**config.mk**
```make
export PLATFORM = sky130hd
export DESIGN_NAME = uci_channel
export DESIGN_NICKNAME = d
export VERILOG_FILES = /design/src/shared/uci_pkg.sv /design/src/design/uci_channel.sv
export SDC_FILE = /design/constraint.sdc
export NUM_CORES = 1
export LEC_CHECK = 0
export ABC_AREA = 1
export BUFFER_PORTS_ARGS = -buffer_cell sky130_fd_sc_hd__buf_2
export CAP_MARGIN = 20
export CORE_MARGIN = 5
export CORE_UTILIZATION = 28
export CTS_CLUSTER_DIAMETER = 200
export DETAILED_ROUTE_END_ITERATION = 10
export GPL_ROUTABILITY_DRIVEN = 0
export PLACE_DENSITY_LB_ADDON = 0.3
export SYNTH_ARGS = -nofsm -noshare
export SYNTH_HDL_FRONTEND = slang
export SYNTH_SLANG_ARGS = --single-unit
```
**constraint.sdc**
```tcl
create_clock -name clock_i -period 1.45 [get_ports clock_i]
set_input_delay 0.145 -clock clock_i [delete_from_list [all_inputs] [get_ports clock_i]]
set_output_delay 0.145 -clock clock_i [all_outputs]
set_load 0.01 [all_outputs]
```
**src/shared/uci_pkg.sv**
```systemverilog
// Purpose: constants and carriers for one uart channel's interrupt logic
// Assumes: apb register access, one clock, fifo datapath outside this block
// Notes: offsets and register placement are local to this block
// Operation
// - fifo mode: receive interrupt follows level at or above trigger
// - data-ready status bit set on character entry, cleared when fifo empties
// - fifo on with enable bits 0-3 clear gives polled mode
// - line status bits report overrun, head errors, transmit empties, any fifo error
// - enable bit 0 gates receive interrupt: holding full or trigger reached
// - enable bit 1 gates transmit interrupt; enabling while empty interrupts at once
// - overrun interrupts at once; other errors at readout or at once if selected
// - enable bit 3 gates modem interrupt from four low change bits
// - enable bits 4-7 writable only with enhanced bit 4 set, reset zero
// - rising rts or cts under auto control raises flow interrupt
// - source read returns highest pending; lower ones stay queued, except xoff and special, which any source read clears
// - receive timeout after four characters plus twelve bits, cleared by holding read
// - transmit interrupt from trigger, empty, or rs485 empty; cleared by read or write
// - line read clears line, receive drains clear data, modem read clears modem and flow
// - xoff clears on source read or xon; special on read or next character
// - codes: line 000110, timeout 001100, data 000100, transmit 000010
// - codes: modem 000000, xoff 010000, flow 100000, none 000001
// - source bit 0 is zero while pending, one when idle and at reset
// - source bit 4 needs enable bit 5; bit 5 needs enable bit 6 or 7
// - source bits 7:6 both one with fifos enabled, zero otherwise
// - fifo control bit 0 enables fifos; other bits ignored unless written with it
// - fifo control bit 1 pulses a receive fifo reset and self-clears
package uci_pkg;
  localparam int ADDR_W = 8;
  localparam int DATA_W = 32;
  localparam int LVL_W  = 7;
  localparam logic [7:0] OFS_HOLDING   = 8'h00;
  localparam logic [7:0] OFS_INT_EN    = 8'h04;
  localparam logic [7:0] OFS_INT_SRC   = 8'h08;
  localparam logic [7:0] OFS_LINE_STAT = 8'h0C;
  localparam logic [7:0] OFS_MODEM_ST  = 8'h10;
  localparam logic [7:0] OFS_ENH_FEAT  = 8'h14;
  localparam logic [7:0] OFS_EXT_MODEM = 8'h18;
  localparam int IE_RX   = 0;
  localparam int IE_TX   = 1;
  localparam int IE_LS   = 2;
  localparam int IE_MS   = 3;
  localparam int IE_XOFF = 5;
  localparam int IE_RTS  = 6;
  localparam int IE_CTS  = 7;
  localparam int EF_ENH  = 4;
  localparam int EM_IMM  = 6;
  localparam int FC_EN   = 0;
  localparam int FC_RXR  = 1;
  localparam logic [7:0] IE_RST = 8'h00;
  localparam logic [7:0] EF_RST = 8'h00;
  localparam logic [7:0] EM_RST = 8'h00;
  localparam logic [7:0] FC_RST = 8'h00;
  localparam logic [5:0] CODE_LS    = 6'h06;
  localparam logic [5:0] CODE_RXTO  = 6'h0C;
  localparam logic [5:0] CODE_RECEIVE_READY_EVENT = 6'h04;
  localparam logic [5:0] CODE_TRANSMIT_READY_EVENT = 6'h02;
  localparam logic [5:0] CODE_MS    = 6'h00;
  localparam logic [5:0] CODE_XOFF  = 6'h10;
  localparam logic [5:0] CODE_FLOW  = 6'h20;
  localparam logic [5:0] CODE_NONE  = 6'h01;
  localparam int TO_CHARS = 4;
  localparam int TO_BITS  = 12;
  typedef struct packed {
    logic [LVL_W-1:0] level;
    logic [LVL_W-1:0] trigger;
    logic             char_in;
    logic             overrun;
    logic [2:0]       char_err;
    logic [2:0]       head_err;
    logic             any_err;
    logic             xoff;
    logic             xon;
    logic             special;
  } uci_rx_t;
  typedef struct packed {
    logic [LVL_W-1:0] level;
    logic [LVL_W-1:0] trigger;
    logic             all_empty;
    logic             rs485;
  } uci_tx_t;
endpackage

```
**src/design/uci_channel.sv**
```systemverilog
// Purpose: interrupt enable, priority, status and clearing for one channel
// Assumes: fifo datapath, modem and flow engines drive the event ports
// Notes: apb answers with no wait state; read data latched in setup phase
`timescale 1ns/100ps
`default_nettype none
module uci_channel (
  // clock and reset
  input  wire logic                    clock_i,
  input  wire logic                    rst_n_i,
  // apb slave
  input  wire logic                    psel_i,
  input  wire logic                    penable_i,
  input  wire logic                    pwrite_i,
  input  wire logic [uci_pkg::ADDR_W-1:0] paddr_i,
  input  wire logic [uci_pkg::DATA_W-1:0] pwdata_i,
  output logic [uci_pkg::DATA_W-1:0]   prdata_o,
  output logic                         pready_o,
  output logic                         pslverr_o,
  // datapath status
  input  wire uci_pkg::uci_rx_t        rx_i,
  input  wire uci_pkg::uci_tx_t        tx_i,
  input  wire logic [7:0]              rx_data_i,
  input  wire logic                    bit_tick_i,
  input  wire logic [3:0]              char_bits_i,
  // modem and flow
  input  wire logic [3:0]              modem_delta_i,
  input  wire logic [3:0]              modem_lines_i,
  input  wire logic                    rts_n_i,
  input  wire logic                    cts_n_i,
  input  wire logic                    auto_rts_i,
  input  wire logic                    auto_cts_i,
  // datapath controls
  output logic                         rx_read_o,
  output logic                         tx_write_o,
  output logic [7:0]                   tx_data_o,
  output logic                         fifo_en_o,
  output logic                         rx_fifo_reset_o,
  output logic [7:2]                   fifo_ctl_o,
  output logic                         sleep_en_o,
  // interrupt
  output logic                         irq_o
);
  logic [7:0] ie_ff;
  logic [7:0] ef_ff;
  logic [7:0] em_ff;
  logic       fen_ff;
  logic [7:2] fctl_ff;
  logic       rxrst_ff;
  logic       ovr_ff;
  logic [2:0] lerr_ff;
  logic [3:0] mdelta_ff;
  logic       tx_pend_ff;
  logic       tx_cond_ff;
  logic       ie_tx_ff;
  logic       to_ff;
  logic [7:0] to_cnt_ff;
  logic       xoff_ff;
  logic       spec_ff;
  logic       flow_ff;
  logic       rts_ff;
  logic       cts_ff;
  logic       irq_ff;
  logic [uci_pkg::DATA_W-1:0] rdata_ff;
  logic       setup;
  logic       acc;
  logic       wr;
  logic       rd;
  logic       mapped;
  logic       rd_hold;
  logic       rd_isr;
  logic       rd_lsr;
  logic       rd_msr;
  logic       wr_thr;
  logic       rx_lvl_hit;
  logic       rx_any;
  logic       tx_cond;
  logic       p_ls;
  logic       p_to;
  logic       p_rx;
  logic       p_tx;
  logic       p_ms;
  logic       p_xo;
  logic       p_fl;
  logic [5:0] code;
  logic [7:0] line_status;
  logic [7:0] interrupt_source;
  logic [7:0] nxt_rdata;
  logic [7:0] to_limit;

  function automatic logic hit(input logic [7:0] a, input logic [7:0] o);
    return a == o;
  endfunction

  // apb decode
  assign setup = psel_i & ~penable_i;
  assign acc   = psel_i & penable_i;
  assign wr    = acc & pwrite_i;
  assign rd    = acc & ~pwrite_i;
  always_comb begin
    if (hit(paddr_i, uci_pkg::OFS_HOLDING) || hit(paddr_i, uci_pkg::OFS_INT_EN) ||
        hit(paddr_i, uci_pkg::OFS_INT_SRC) || hit(paddr_i, uci_pkg::OFS_ENH_FEAT) ||
        hit(paddr_i, uci_pkg::OFS_EXT_MODEM)) begin
      mapped = 1'b1;
    end else if (hit(paddr_i, uci_pkg::OFS_LINE_STAT) ||
                 hit(paddr_i, uci_pkg::OFS_MODEM_ST)) begin
      mapped = ~pwrite_i;
    end else begin
      mapped = 1'b0;
    end
  end
  assign pready_o  = 1'b1;
  assign pslverr_o = acc & ~mapped;
  assign rd_hold = rd & hit(paddr_i, uci_pkg::OFS_HOLDING);
  assign rd_isr  = rd & hit(paddr_i, uci_pkg::OFS_INT_SRC);
  assign rd_lsr  = rd & hit(paddr_i, uci_pkg::OFS_LINE_STAT);
  assign rd_msr  = rd & hit(paddr_i, uci_pkg::OFS_MODEM_ST);
  assign wr_thr  = wr & hit(paddr_i, uci_pkg::OFS_HOLDING);

  // enable register; upper bits guarded by enhanced bit
  always_ff @(posedge clock_i or negedge rst_n_i) begin
    if (!rst_n_i) begin
      ie_ff <= uci_pkg::IE_RST;
    end else if (wr && hit(paddr_i, uci_pkg::OFS_INT_EN)) begin
      ie_ff[3:0] <= pwdata_i[3:0];
      if (ef_ff[uci_pkg::EF_ENH]) begin
        ie_ff[7:4] <= pwdata_i[7:4];
      end
    end
  end

  always_ff @(posedge clock_i or negedge rst_n_i) begin
    if (!rst_n_i) begin
      ef_ff <= uci_pkg::EF_RST;
      em_ff <= uci_pkg::EM_RST;
    end else begin
      if (wr && hit(paddr_i, uci_pkg::OFS_ENH_FEAT)) begin
        ef_ff <= pwdata_i[7:0];
      end
      if (wr && hit(paddr_i, uci_pkg::OFS_EXT_MODEM)) begin
        em_ff <= pwdata_i[7:0];
      end
    end
  end

  // fifo control; reset pulse lasts one cycle then clears itself
  always_ff @(posedge clock_i or negedge rst_n_i) begin
    if (!rst_n_i) begin
      fen_ff   <= uci_pkg::FC_RST[uci_pkg::FC_EN];
      fctl_ff  <= uci_pkg::FC_RST[7:2];
      rxrst_ff <= 1'b0;
    end else begin
      rxrst_ff <= 1'b0;
      if (wr && hit(paddr_i, uci_pkg::OFS_INT_SRC)) begin
        fen_ff <= pwdata_i[uci_pkg::FC_EN];
        if (pwdata_i[uci_pkg::FC_EN]) begin
          fctl_ff  <= pwdata_i[7:2];
          rxrst_ff <= pwdata_i[uci_pkg::FC_RXR];
        end
      end
    end
  end

  // line status error flags; a new event wins over the read clear
  always_ff @(posedge clock_i or negedge rst_n_i) begin
    if (!rst_n_i) begin
      ovr_ff  <= 1'b0;
      lerr_ff <= 3'h0;
    end else begin
      ovr_ff <= rx_i.overrun | (ovr_ff & ~rd_lsr);
      // errors at readout or at once
      lerr_ff <= (em_ff[uci_pkg::EM_IMM] ? (rx_i.char_in ? rx_i.char_err : 3'h0)
                                         : (rx_any ? rx_i.head_err : 3'h0))
                 | (lerr_ff & {3{~rd_lsr}});
    end
  end

  assign rx_any = rx_i.level != '0;
  assign line_status    = {rx_i.any_err, tx_i.all_empty, tx_i.level == '0, lerr_ff, ovr_ff, rx_any};

  always_ff @(posedge clock_i or negedge rst_n_i) begin
    if (!rst_n_i) begin
      mdelta_ff <= 4'h0;
    end else begin
      mdelta_ff <= modem_delta_i | (mdelta_ff & {4{~rd_msr}});
    end
  end

  assign tx_cond = fen_ff ? (tx_i.level < tx_i.trigger || tx_i.level == '0 ||
                             (tx_i.rs485 && tx_i.all_empty))
                          : tx_i.level == '0;

  always_ff @(posedge clock_i or negedge rst_n_i) begin
    if (!rst_n_i) begin
      tx_cond_ff <= 1'b0;
      ie_tx_ff   <= 1'b0;
      tx_pend_ff <= 1'b0;
    end else begin
      tx_cond_ff <= tx_cond;
      ie_tx_ff   <= ie_ff[uci_pkg::IE_TX];
      // set on empty or late enable
      if (tx_cond && (!tx_cond_ff || !ie_tx_ff)) begin
        tx_pend_ff <= 1'b1;
      end else if (wr_thr || (rd_isr && code == uci_pkg::CODE_TRANSMIT_READY_EVENT)) begin
        tx_pend_ff <= 1'b0;
      end
    end
  end

  assign to_limit = 8'(uci_pkg::TO_CHARS * char_bits_i + uci_pkg::TO_BITS);

  always_ff @(posedge clock_i or negedge rst_n_i) begin
    if (!rst_n_i) begin
      to_cnt_ff <= 8'h00;
      to_ff     <= 1'b0;
    end else begin
      if (rx_i.char_in || rd_hold || !rx_any || !fen_ff) begin
        to_cnt_ff <= 8'h00;
      end else if (bit_tick_i && to_cnt_ff != to_limit) begin
        to_cnt_ff <= to_cnt_ff + 8'h01;
      end
      // timeout set and clear
      // counter still sits at its limit on the read edge: the read must block the set
      if (fen_ff && rx_any && to_cnt_ff == to_limit && !rx_i.char_in && !rd_hold) begin
        to_ff <= 1'b1;
      end else if (rd_hold) begin
        to_ff <= 1'b0;
      end
    end
  end

  // software flow flags
  always_ff @(posedge clock_i or negedge rst_n_i) begin
    if (!rst_n_i) begin
      xoff_ff <= 1'b0;
      spec_ff <= 1'b0;
    end else begin
      xoff_ff <= rx_i.xoff | (xoff_ff & ~rd_isr & ~rx_i.xon);
      spec_ff <= rx_i.special | (spec_ff & ~rd_isr & ~rx_i.char_in);
    end
  end

  // hardware flow edges
  always_ff @(posedge clock_i or negedge rst_n_i) begin
    if (!rst_n_i) begin
      // idle level of the active-low pins, so leaving reset gives no false edge
      rts_ff  <= 1'b1;
      cts_ff  <= 1'b1;
      flow_ff <= 1'b0;
    end else begin
      rts_ff <= rts_n_i;
      cts_ff <= cts_n_i;
      flow_ff <= (auto_rts_i && ie_ff[uci_pkg::IE_RTS] && rts_n_i && !rts_ff) ||
                 (auto_cts_i && ie_ff[uci_pkg::IE_CTS] && cts_n_i && !cts_ff) ||
                 (flow_ff && !rd_msr);
    end
  end

  assign rx_lvl_hit = fen_ff ? rx_i.level >= rx_i.trigger : rx_any;
  assign p_rx = ie_ff[uci_pkg::IE_RX] & rx_lvl_hit;
  assign p_to = ie_ff[uci_pkg::IE_RX] & to_ff;
  assign p_ls = ie_ff[uci_pkg::IE_LS] & (ovr_ff | (|lerr_ff));
  assign p_tx = ie_ff[uci_pkg::IE_TX] & tx_pend_ff;
  assign p_ms = ie_ff[uci_pkg::IE_MS] & (|mdelta_ff);
  assign p_xo = ie_ff[uci_pkg::IE_XOFF] & (xoff_ff | spec_ff);
  assign p_fl = (ie_ff[uci_pkg::IE_RTS] | ie_ff[uci_pkg::IE_CTS]) & flow_ff;

  always_comb begin
    if (p_ls) begin
      code = uci_pkg::CODE_LS;
    end else if (p_to) begin
      code = uci_pkg::CODE_RXTO;
    end else if (p_rx) begin
      code = uci_pkg::CODE_RECEIVE_READY_EVENT;
    end else if (p_tx) begin
      code = uci_pkg::CODE_TRANSMIT_READY_EVENT;
    end else if (p_ms) begin
      code = uci_pkg::CODE_MS;
    end else if (p_xo) begin
      code = uci_pkg::CODE_XOFF;
    end else if (p_fl) begin
      code = uci_pkg::CODE_FLOW;
    end else begin
      code = uci_pkg::CODE_NONE;
    end
  end

  assign interrupt_source = {fen_ff, fen_ff, code};

  always_comb begin
    if (hit(paddr_i, uci_pkg::OFS_HOLDING)) begin
      nxt_rdata = rx_data_i;
    end else if (hit(paddr_i, uci_pkg::OFS_INT_EN)) begin
      nxt_rdata = ie_ff;
    end else if (hit(paddr_i, uci_pkg::OFS_INT_SRC)) begin
      nxt_rdata = interrupt_source;
    end else if (hit(paddr_i, uci_pkg::OFS_LINE_STAT)) begin
      nxt_rdata = line_status;
    end else if (hit(paddr_i, uci_pkg::OFS_MODEM_ST)) begin
      nxt_rdata = {modem_lines_i, mdelta_ff};
    end else if (hit(paddr_i, uci_pkg::OFS_ENH_FEAT)) begin
      nxt_rdata = ef_ff;
    end else if (hit(paddr_i, uci_pkg::OFS_EXT_MODEM)) begin
      nxt_rdata = em_ff;
    end else begin
      nxt_rdata = 8'h00;
    end
  end

  // read data captured in setup so it stands through the access phase
  always_ff @(posedge clock_i or negedge rst_n_i) begin
    if (!rst_n_i) begin
      rdata_ff <= '0;
    end else if (setup && !pwrite_i) begin
      rdata_ff <= {24'h000000, nxt_rdata};
    end
  end

  always_ff @(posedge clock_i or negedge rst_n_i) begin
    if (!rst_n_i) begin
      tx_data_o <= 8'h00;
    end else if (setup && pwrite_i && hit(paddr_i, uci_pkg::OFS_HOLDING)) begin
      tx_data_o <= pwdata_i[7:0];
    end
  end

  always_ff @(posedge clock_i or negedge rst_n_i) begin
    if (!rst_n_i) begin
      irq_ff <= 1'b0;
    end else begin
      irq_ff <= p_ls | p_to | p_rx | p_tx | p_ms | p_xo | p_fl;
    end
  end

  assign prdata_o        = rdata_ff;
  assign irq_o           = irq_ff;
  assign rx_read_o       = rd_hold;
  assign tx_write_o      = wr_thr;
  assign fifo_en_o       = fen_ff;
  assign rx_fifo_reset_o = rxrst_ff;
  assign fifo_ctl_o      = fctl_ff;
  assign sleep_en_o      = ie_ff[4];

  // checks
  AST_RX_LEVEL: assert property (@(posedge clock_i) disable iff (!rst_n_i)
    (fen_ff && ie_ff[0] && !p_ls && !to_ff && rx_i.level >= rx_i.trigger) |-> code == 6'h04)
    else $error("receive trigger code missing");
  AST_DATA_READY: assert property (@(posedge clock_i) disable iff (!rst_n_i)
    line_status[0] == (rx_i.level != '0))
    else $error("data ready mismatch");
  AST_IE_GUARD: assert property (@(posedge clock_i) disable iff (!rst_n_i)
    !ef_ff[4] |=> ie_ff[7:4] == $past(ie_ff[7:4]))
    else $error("upper enables changed without enhanced bit");
  AST_TX_LATE_EN: assert property (@(posedge clock_i) disable iff (!rst_n_i)
    ($rose(ie_ff[1]) && tx_cond && !wr_thr) |=> tx_pend_ff)
    else $error("enable while empty gave no transmit interrupt");
  AST_MODEM: assert property (@(posedge clock_i) disable iff (!rst_n_i)
    (ie_ff[3] && modem_delta_i != 4'h0) |=> ##1 irq_o)
    else $error("modem change raised no interrupt");
  AST_PRIO_LS: assert property (@(posedge clock_i) disable iff (!rst_n_i)
    p_ls |-> code == 6'h06)
    else $error("line status not top priority");
  AST_IDLE: assert property (@(posedge clock_i) disable iff (!rst_n_i)
    interrupt_source[0] == !(p_ls | p_to | p_rx | p_tx | p_ms | p_xo | p_fl))
    else $error("idle bit wrong");
  AST_FIFO_BITS: assert property (@(posedge clock_i) disable iff (!rst_n_i)
    interrupt_source[7:6] == {2{fifo_en_o}})
    else $error("fifo status bits wrong");
  AST_FIFO_RST: assert property (@(posedge clock_i) disable iff (!rst_n_i)
    rx_fifo_reset_o |=> !rx_fifo_reset_o)
    else $error("fifo reset did not self clear");
  AST_IRQ: assert property (@(posedge clock_i) disable iff (!rst_n_i)
    irq_o == $past(code != 6'h01))
    else $error("interrupt output disagrees with pending state");
  AST_LSR_CLR: assert property (@(posedge clock_i) disable iff (!rst_n_i)
    (rd_lsr && !rx_i.overrun) |=> !ovr_ff)
    else $error("line read did not clear overrun");
  COV_TIMEOUT: cover property (@(posedge clock_i) disable iff (!rst_n_i) code == 6'h0C);
  COV_FLOW: cover property (@(posedge clock_i) disable iff (!rst_n_i) code == 6'h20);
  COV_TX_CLR: cover property (@(posedge clock_i) disable iff (!rst_n_i) tx_pend_ff ##1 !tx_pend_ff);
endmodule
`default_nettype wire

```
=== Word level (Yosys, flattened, before mapping) ===
Index checks and enable logic that the tools add are counted.

* Bits of input ports: 112
* Flip-flop bits (word level): 74

* Reductions and logical operators: 56
* Order comparisons: 2
* Equality and inequality tests: 9
* Multiplexer cells: 29
* Bitwise operators: 46
* Add/subtract/negate cells: 2

{| class="wikitable"
|+ Operators with widths
! kind !! number
|-
| 2-to-1 mux 8 bit || 9
|-
| 2-to-1 mux 6 bit || 7
|-
| == test 8 x 5 -> 1 bit, second input constant || 3
|-
| bitwise AND 1 bit || 22
|-
| logical AND 1 bit || 22
|-
| == test 8 x 4 -> 1 bit, second input constant || 2
|-
| logical OR 1 bit || 14
|-
| bitwise OR 1 bit || 12
|-
| logical NOT 1 bit || 10
|-
| 2-to-1 mux 1 bit || 10
|-
| 2-to-1 mux 3 bit || 3
|-
| adder 8 x 1 -> 8 bit, second input constant || 1
|-
| == test 8 x 3 -> 1 bit, second input constant || 1
|-
| == test 8 x 7 -> 1 bit || 1
|-
| logical NOT 8 bit || 1
|-
| != test 8 x 7 -> 1 bit || 1
|-
| inverter 1 bit || 8
|-
| adder 6 x 4 -> 7 bit, second input constant || 1
|-
| >= comparator 7 bit || 1
|-
| logical NOT 7 bit || 1
|-
| < comparator 7 bit || 1
|-
| nonzero test 7 bit || 1
|-
| == test 6 x 2 -> 1 bit, second input constant || 1
|-
| nonzero test 2 bit || 3
|-
| other kinds (7) || 8
|}

=== Longest topological paths before layout ===
* Word-level depth: 14
* Gate-level depth with buffers: 15
* Depth with buffers taken out: 15

=== Worst setup path before layout ===
No wires, ideal clock.

* Path type: flip-flop to flip-flop
* From: register fen_ff, in the netlist fifo_en_o
* To: register rdata_ff (netlist bit prdata_o[4])
* Setup time: 0.066 ns
* Arrival: 1.319 ns
* Stages on the path, launching flop included: 13
* Path slack: 0.066 ns
* Path buffers: 0
* Required time: 1.384 ns
* Path through: dfrtp_1 -> inv_2 -> nor2_1 -> nand3_1 -> nor2_1 -> nand2_1 -> nand2_1 -> nand2_1 -> nor2_1 -> nand2_1 -> nand3_1 -> nand2_1 -> nand2_1

* Cells in the longest elaborated chain, start to end: 8

{| class="wikitable"
|+ RTL lines
! item !! line !! source
|-
| start, declared || uci_channel.sv:46 || <nowiki>logic fen_ff;</nowiki>
|-
| start signal, assigned || uci_channel.sv:148 || <nowiki>fen_ff <= uci_pkg::FC_RST[uci_pkg::FC_EN];</nowiki>
|-
| start signal, assigned || uci_channel.sv:154 || <nowiki>fen_ff <= pwdata_i[uci_pkg::FC_EN];</nowiki>
|-
| 2-to-1 mux 1 bit || uci_channel.sv:258 || <nowiki>assign rx_lvl_hit = fen_ff ? rx_i.level >= rx_i.trigger : rx_any;</nowiki>
|-
| bitwise AND 1 bit || uci_channel.sv:259 || <nowiki>assign p_rx = ie_ff[uci_pkg::IE_RX] & rx_lvl_hit;</nowiki>
|-
| 2-to-1 mux 6 bit || uci_channel.sv:272 || <nowiki>end else if (p_rx) begin</nowiki>
|-
| 2-to-1 mux 6 bit || uci_channel.sv:270 || <nowiki>end else if (p_to) begin</nowiki>
|-
| 2-to-1 mux 6 bit || uci_channel.sv:268 || <nowiki>if (p_ls) begin</nowiki>
|-
| 2-to-1 mux 8 bit || uci_channel.sv:294 || <nowiki>end else if (hit(paddr_i, uci_pkg::OFS_INT_SRC)) begin</nowiki>
|-
| 2-to-1 mux 8 bit || uci_channel.sv:292 || <nowiki>end else if (hit(paddr_i, uci_pkg::OFS_INT_EN)) begin</nowiki>
|-
| 2-to-1 mux 8 bit || uci_channel.sv:290 || <nowiki>if (hit(paddr_i, uci_pkg::OFS_HOLDING)) begin</nowiki>
|-
| end signal, assigned || uci_channel.sv:314 || <nowiki>rdata_ff <= {24'h000000, nxt_rdata};</nowiki>
|-
| end, declared || uci_channel.sv:63 || <nowiki>logic [uci_pkg::DATA_W-1:0] rdata_ff;</nowiki>
|}

Every way passes these cells.
A chain may end at the register's enable or synchronous reset.

=== Worst setup path in the final report ===
* From: register to_cnt_ff[1]
* To: register to_cnt_ff[4]

* Cells in the longest elaborated chain, start to end: 3
* Elaborated cells between the ends (all ways): 6
* Classes of those cells: add/sub (1); eq/ne (1); mux (2); reduce/logical (2)

{| class="wikitable"
|+ RTL lines
! item !! line !! source
|-
| start, declared || uci_channel.sv:56 || <nowiki>logic [7:0] to_cnt_ff;</nowiki>
|-
| start signal, assigned || uci_channel.sv:219 || <nowiki>to_cnt_ff <= to_cnt_ff + 8'h01;</nowiki>
|-
| adder 8 x 1 -> 8 bit / != test 8 x 7 -> 1 bit (equally long branches) || uci_channel.sv:219, uci_channel.sv:218 ||
|-
| 2-to-1 mux 8 bit / logical AND 1 bit (equally long branches) || uci_channel.sv:218 || <nowiki>end else if (bit_tick_i && to_cnt_ff != to_limit) begin</nowiki>
|-
| 2-to-1 mux 8 bit / nonzero test 2 bit (equally long branches) || n/a ||
|}

Several ways; a longest one is shown, not always the timed one. The select of a mux whose other input is x is not followed.

==> parameters.txt <==
Parameter                              Value

Logic synthesis
  Fraction of post-synthesis cell area in the top cell type by area ... roughly two fifths
  Synthesized-area fraction occupied by and/or/nand/nor cells ... 28.3%
  Complex-gate fraction of the synthesized area ... 12.4%
  Proportion of synthesized chip area in sequential cells ... 40.9%
  Number of synthesized flops with an enable pin ... 0
  Top cells by count, synth ... sky130_fd_sc_hd__nand2_1 (127), sky130_fd_sc_hd__dfrtp_1 (72), sky130_fd_sc_hd__inv_1 (70)
  Area contributors post-synth ... sky130_fd_sc_hd__dfrtp_1 (40%), sky130_fd_sc_hd__nand2_1 (11%), sky130_fd_sc_hd__inv_1 (5.8%), sky130_fd_sc_hd__nand3_1 (4.7%), sky130_fd_sc_hd__ha_1 (4.4%)
  Leading register cell type out of synthesis ... sky130_fd_sc_hd__dfrtp_1
  Unique cell type count in the Yosys netlist ... 40
  Post-Syn Area per Cell ... about 8 µm²
  Post-synthesis adder-cell area fraction ... about 4.4%
  Cell area after synthesis ... 4540 µm²
  Combinational family with the most area after synthesis ... simple AND/OR/NAND/NOR gates
  Post-Synthesis Cells ... between 500 and 600
  Share of async-settable or async-resettable flops after synthesis ... 100%
  Mux contribution to synthesized area ... 0%
  Most repeated cell in the gate-level netlist after synthesis ... sky130_fd_sc_hd__nand2_1
  Post-synth top area cell ... sky130_fd_sc_hd__dfrtp_1
  Area share of xor/xnor cells in the synthesized design ... between 2 and 2.5%
  Warnings, synthesis ... 0
  Number of synthesized register bits ... 74

Placement
  Placed Area ... 5740 µm²
  IO buf count ... 116
  Final HPWL from detailed placement ... approximately 11000 µm

Die
  Horiz. Die Dim ... 137 µm
  Overall die area ... between 15000 and 20000 µm²
  Site Rows ... 46
  Core area ... approximately 16000 µm²
  Initial cell density of the core ... between 20 and 30%
  Overall die height ... between 100 and 150 µm
  Count of boundary I/O pins ... about 170

Power and ir drop
  Sw frac ... 25.9%
  Cell leakage power ... roughly 3.3 nW
  Maximum ir drop on the vdd rail ... 622 µV
  Clock network fraction of total power ... about 45%
  Switching pwr ... about 1.4 mW
  Power per cell area ... between 800 and 900 nW/µm²
  Proportion of power drawn by flip-flops and latches ... between 30 and 40%
  Combinational fraction of design power ... between 10% and 20%
  P_int ... roughly 4.0 mW

Setup path
  Required @ worst endpoint ... about 1700 ps
  Data arrival time of the worst path ... between 1500 and 2000 ps
  Category of the worst setup path launch point ... flop
  Critical path fanouts, max ... 5
  Start-to-end type of the worst setup path ... reg -> reg
  Crit end category ... flop

Drt
  Total detailed-routing wirelength ... between 10000 and 15000 µm
  Residual antenna-violating net count after detailed routing ... 0
  Routed vias ... 4238
  Number of detailed-route iterations in the first pass ... 4
  Average vias per placed instance ... approximately 4.3
  Post-route DRC violation count ... 0
  Post-detailed-route wirelength per cell ... 13.7 µm
  Iteration-0 DRC Markers ... roughly 230

Timing
  Final critical-path required period ... about 1400 ps
  Final setup violating endpoints ... 0
  Final-report hold violation count ... 0
  Fmax ... between 600 and 700 MHz
  Part of the cycle the worst path needs ... between 90 and 100%
  Setup repair after global routing missed its margin ... yes
  Sum of negative setup slack ... 0 ps
  Number of max-slew violations in the final report ... 0
  Worst Clk Skew ... 8.20 ps
  Minimum hold slack ... approximately 9.6 ps

Final layout
  # diodes ... 0
  Final-stage net count ... 891
  Layout overhead on the synthesized area ... 39.9%
  Share of cells above drive strength 1 ... 35.9%
  Fill cell count ... between 1500 and 2000
  Layout Cell Area excl Fill ... 6350 µm²

Clock network
  Clock tree root driver cell ... sky130_fd_sc_hd__clkbuf_16
  Number of CTS-inserted buffers ... 9
  Clock slew at reported path FFs ... ~60 ps
  Clock network latency to the later pin of the worst-skew pair ... roughly 330 ps
  Number of clock sinks seen by CTS ... 74
  H-tree levels ... 3
  Buffer levels on the longest clock path ... 2
  CTS tree ... yes

Global routing
  First-pass GRT wire length ... 21200 µm
  Total global routing overflow ... 0
  Number of antenna violations at the first check in global routing ... 0
  Global Route Usage Sum ... between 10 and 15%
  Via count of the first global-routing pass ... roughly 4200
  Maximum number of pins on one net before global-route repair ... 75

Outcome
  Run status ... finished clean

Hold path
  Class of the most critical hold timing path ... in -> reg

Job
  Max-capacitance violation count ... 0
worst paths after layout:
check / from / endpoint / slack, ps / cells after the start
max: to_cnt_ff[1] / to_cnt_ff[4] / 10 / 9
min: rx_i[0] / spec_ff / 10 / 2
max reg2reg: to_cnt_ff[1] / to_cnt_ff[4] / 10 / 9
min reg2reg: ie_ff[1] / ie_tx_ff / 470 / 0
max in group asynchronous: rst_n_i / cts_ff / 750 / 3
min in group asynchronous: rst_n_i / prdata_o[1] / 370 / 3
through the flow:
stage | setup WS (ps) | power [mW] | utilization, % | instances
3_3_place_gp | -173 | 2.92 | 36.2 | 953
3_5_place_dp | -205 | 2.93 | 36.2 | 953
4_1_cts | -1.51 | 5.45 | 38.8 | 976
6_report | 14.7 | 5.46 | 40.0 | 984
2_1_floorplan | 65.8 | 2.60 | - | 593
5_1_grt | -100 | 5.74 | 40.0 | 984
cells in the final DEF, fill, tap and decap left out, types with 4 or more instances in the layout:
cell / netlist / routed
sky130_fd_sc_hd__a21oi_1: 16 / 16
sky130_fd_sc_hd__nand2_2: 5 / 9
sky130_fd_sc_hd__dfrtp_1: 72 / 72
sky130_fd_sc_hd__buf_4: 26 / 61
sky130_fd_sc_hd__nor2_2: 6 / 8
sky130_fd_sc_hd__nand3_1: 43 / 38
sky130_fd_sc_hd__inv_4: 3 / 4
sky130_fd_sc_hd__nand3_2: 2 / 7
sky130_fd_sc_hd__o21bai_1: 7 / 7
sky130_fd_sc_hd__o21ai_1: 11 / 10
sky130_fd_sc_hd__nor2_1: 50 / 44
sky130_fd_sc_hd__conb_1: 2 / 25
sky130_fd_sc_hd__dlygate4sd3_1: 0 / 7
sky130_fd_sc_hd__inv_2: 5 / 7
sky130_fd_sc_hd__ha_1: 16 / 15
sky130_fd_sc_hd__o211ai_1: 8 / 8
sky130_fd_sc_hd__nand2_4: 1 / 4
sky130_fd_sc_hd__clkbuf_16: 0 / 9
sky130_fd_sc_hd__nor2_4: 6 / 10
sky130_fd_sc_hd__o21ai_2: 14 / 17
sky130_fd_sc_hd__inv_1: 70 / 67
sky130_fd_sc_hd__o21ai_0: 34 / 32
sky130_fd_sc_hd__buf_2: 2 / 114
sky130_fd_sc_hd__nand4_1: 8 / 8
sky130_fd_sc_hd__buf_12: 0 / 5
sky130_fd_sc_hd__xor2_1: 8 / 8
sky130_fd_sc_hd__nand2_1: 127 / 122
flip-flops by register name, summed over array words and instances (netlist names), 3 cells and up:
signal	cells
lerr_ff	3
fifo_ctl_o	6
prdata_o	8
ie_ff	8
ef_ff	8
tx_data_o	8
mdelta_ff	4
to_cnt_ff	8
em_ff	8
critical path, cell delays in order (launching register included):
cell and delay (ps):
sky130_fd_sc_hd__dfrtp_1 400, sky130_fd_sc_hd__inv_2 80, sky130_fd_sc_hd__ha_4 130, sky130_fd_sc_hd__nand4_1 80, sky130_fd_sc_hd__nor2_1 140, sky130_fd_sc_hd__nand3_2 120, sky130_fd_sc_hd__nand2_4 160, sky130_fd_sc_hd__nand2_4 90
sky130_fd_sc_hd__nand2_1 60, sky130_fd_sc_hd__o21ai_1 60
power groups by stage:
stage	Combinational, mW	Sequential, mW	Clock (mW)
finish	0.820	2.17	2.47
global route	0.927	2.18	2.63
CTS	0.745	2.17	2.54
detailed placement	0.721	2.20	0
global placement	0.714	2.20	0
floorplan	0.384	2.21	0
kinds of logic after synthesis:
logic type               after synthesis
buffers and inverters                109
AND/OR/NAND/NOR                      265
flip-flops                            74
other                                  2
adder cells (fa/ha/maj)               16
XOR/XNOR                              11
AO/OA/AOI/OAI                         93
layout make-up:
type / instances / area, µm² / area share [%]
timing repair buffer: 187 / 1200 / 18.9
tap: 216 / 270 / 4.26
clock buffer: 11 / 243 / 3.82
multi-input combinational: 412 / 2390 / 37.6
clock inverter: 5 / 85.1 / 1.34
inverter: 79 / 312 / 4.91
sequential: 74 / 1850 / 29.2
repair_timing:
action	CTS	global route
gates cloned	0	2
hold buffers	7	0
resized for setup	5	34
hold endpoints to repair	78	0
pin swaps	1	16
endpoints found under the setup margin	10	17
buffers inserted	0	6
routing by layer:
metal  GRT usage (%)  vias up  part of all wire [%]
met2            24.4      116                    48
met1            18.8     1915                    45
met4            3.33        0                   1.2
met3            3.58       12                   6.2
li1                -     2195                     -
met5               0        -                     0
Note: power is estimated with default switching activity, not from simulation.
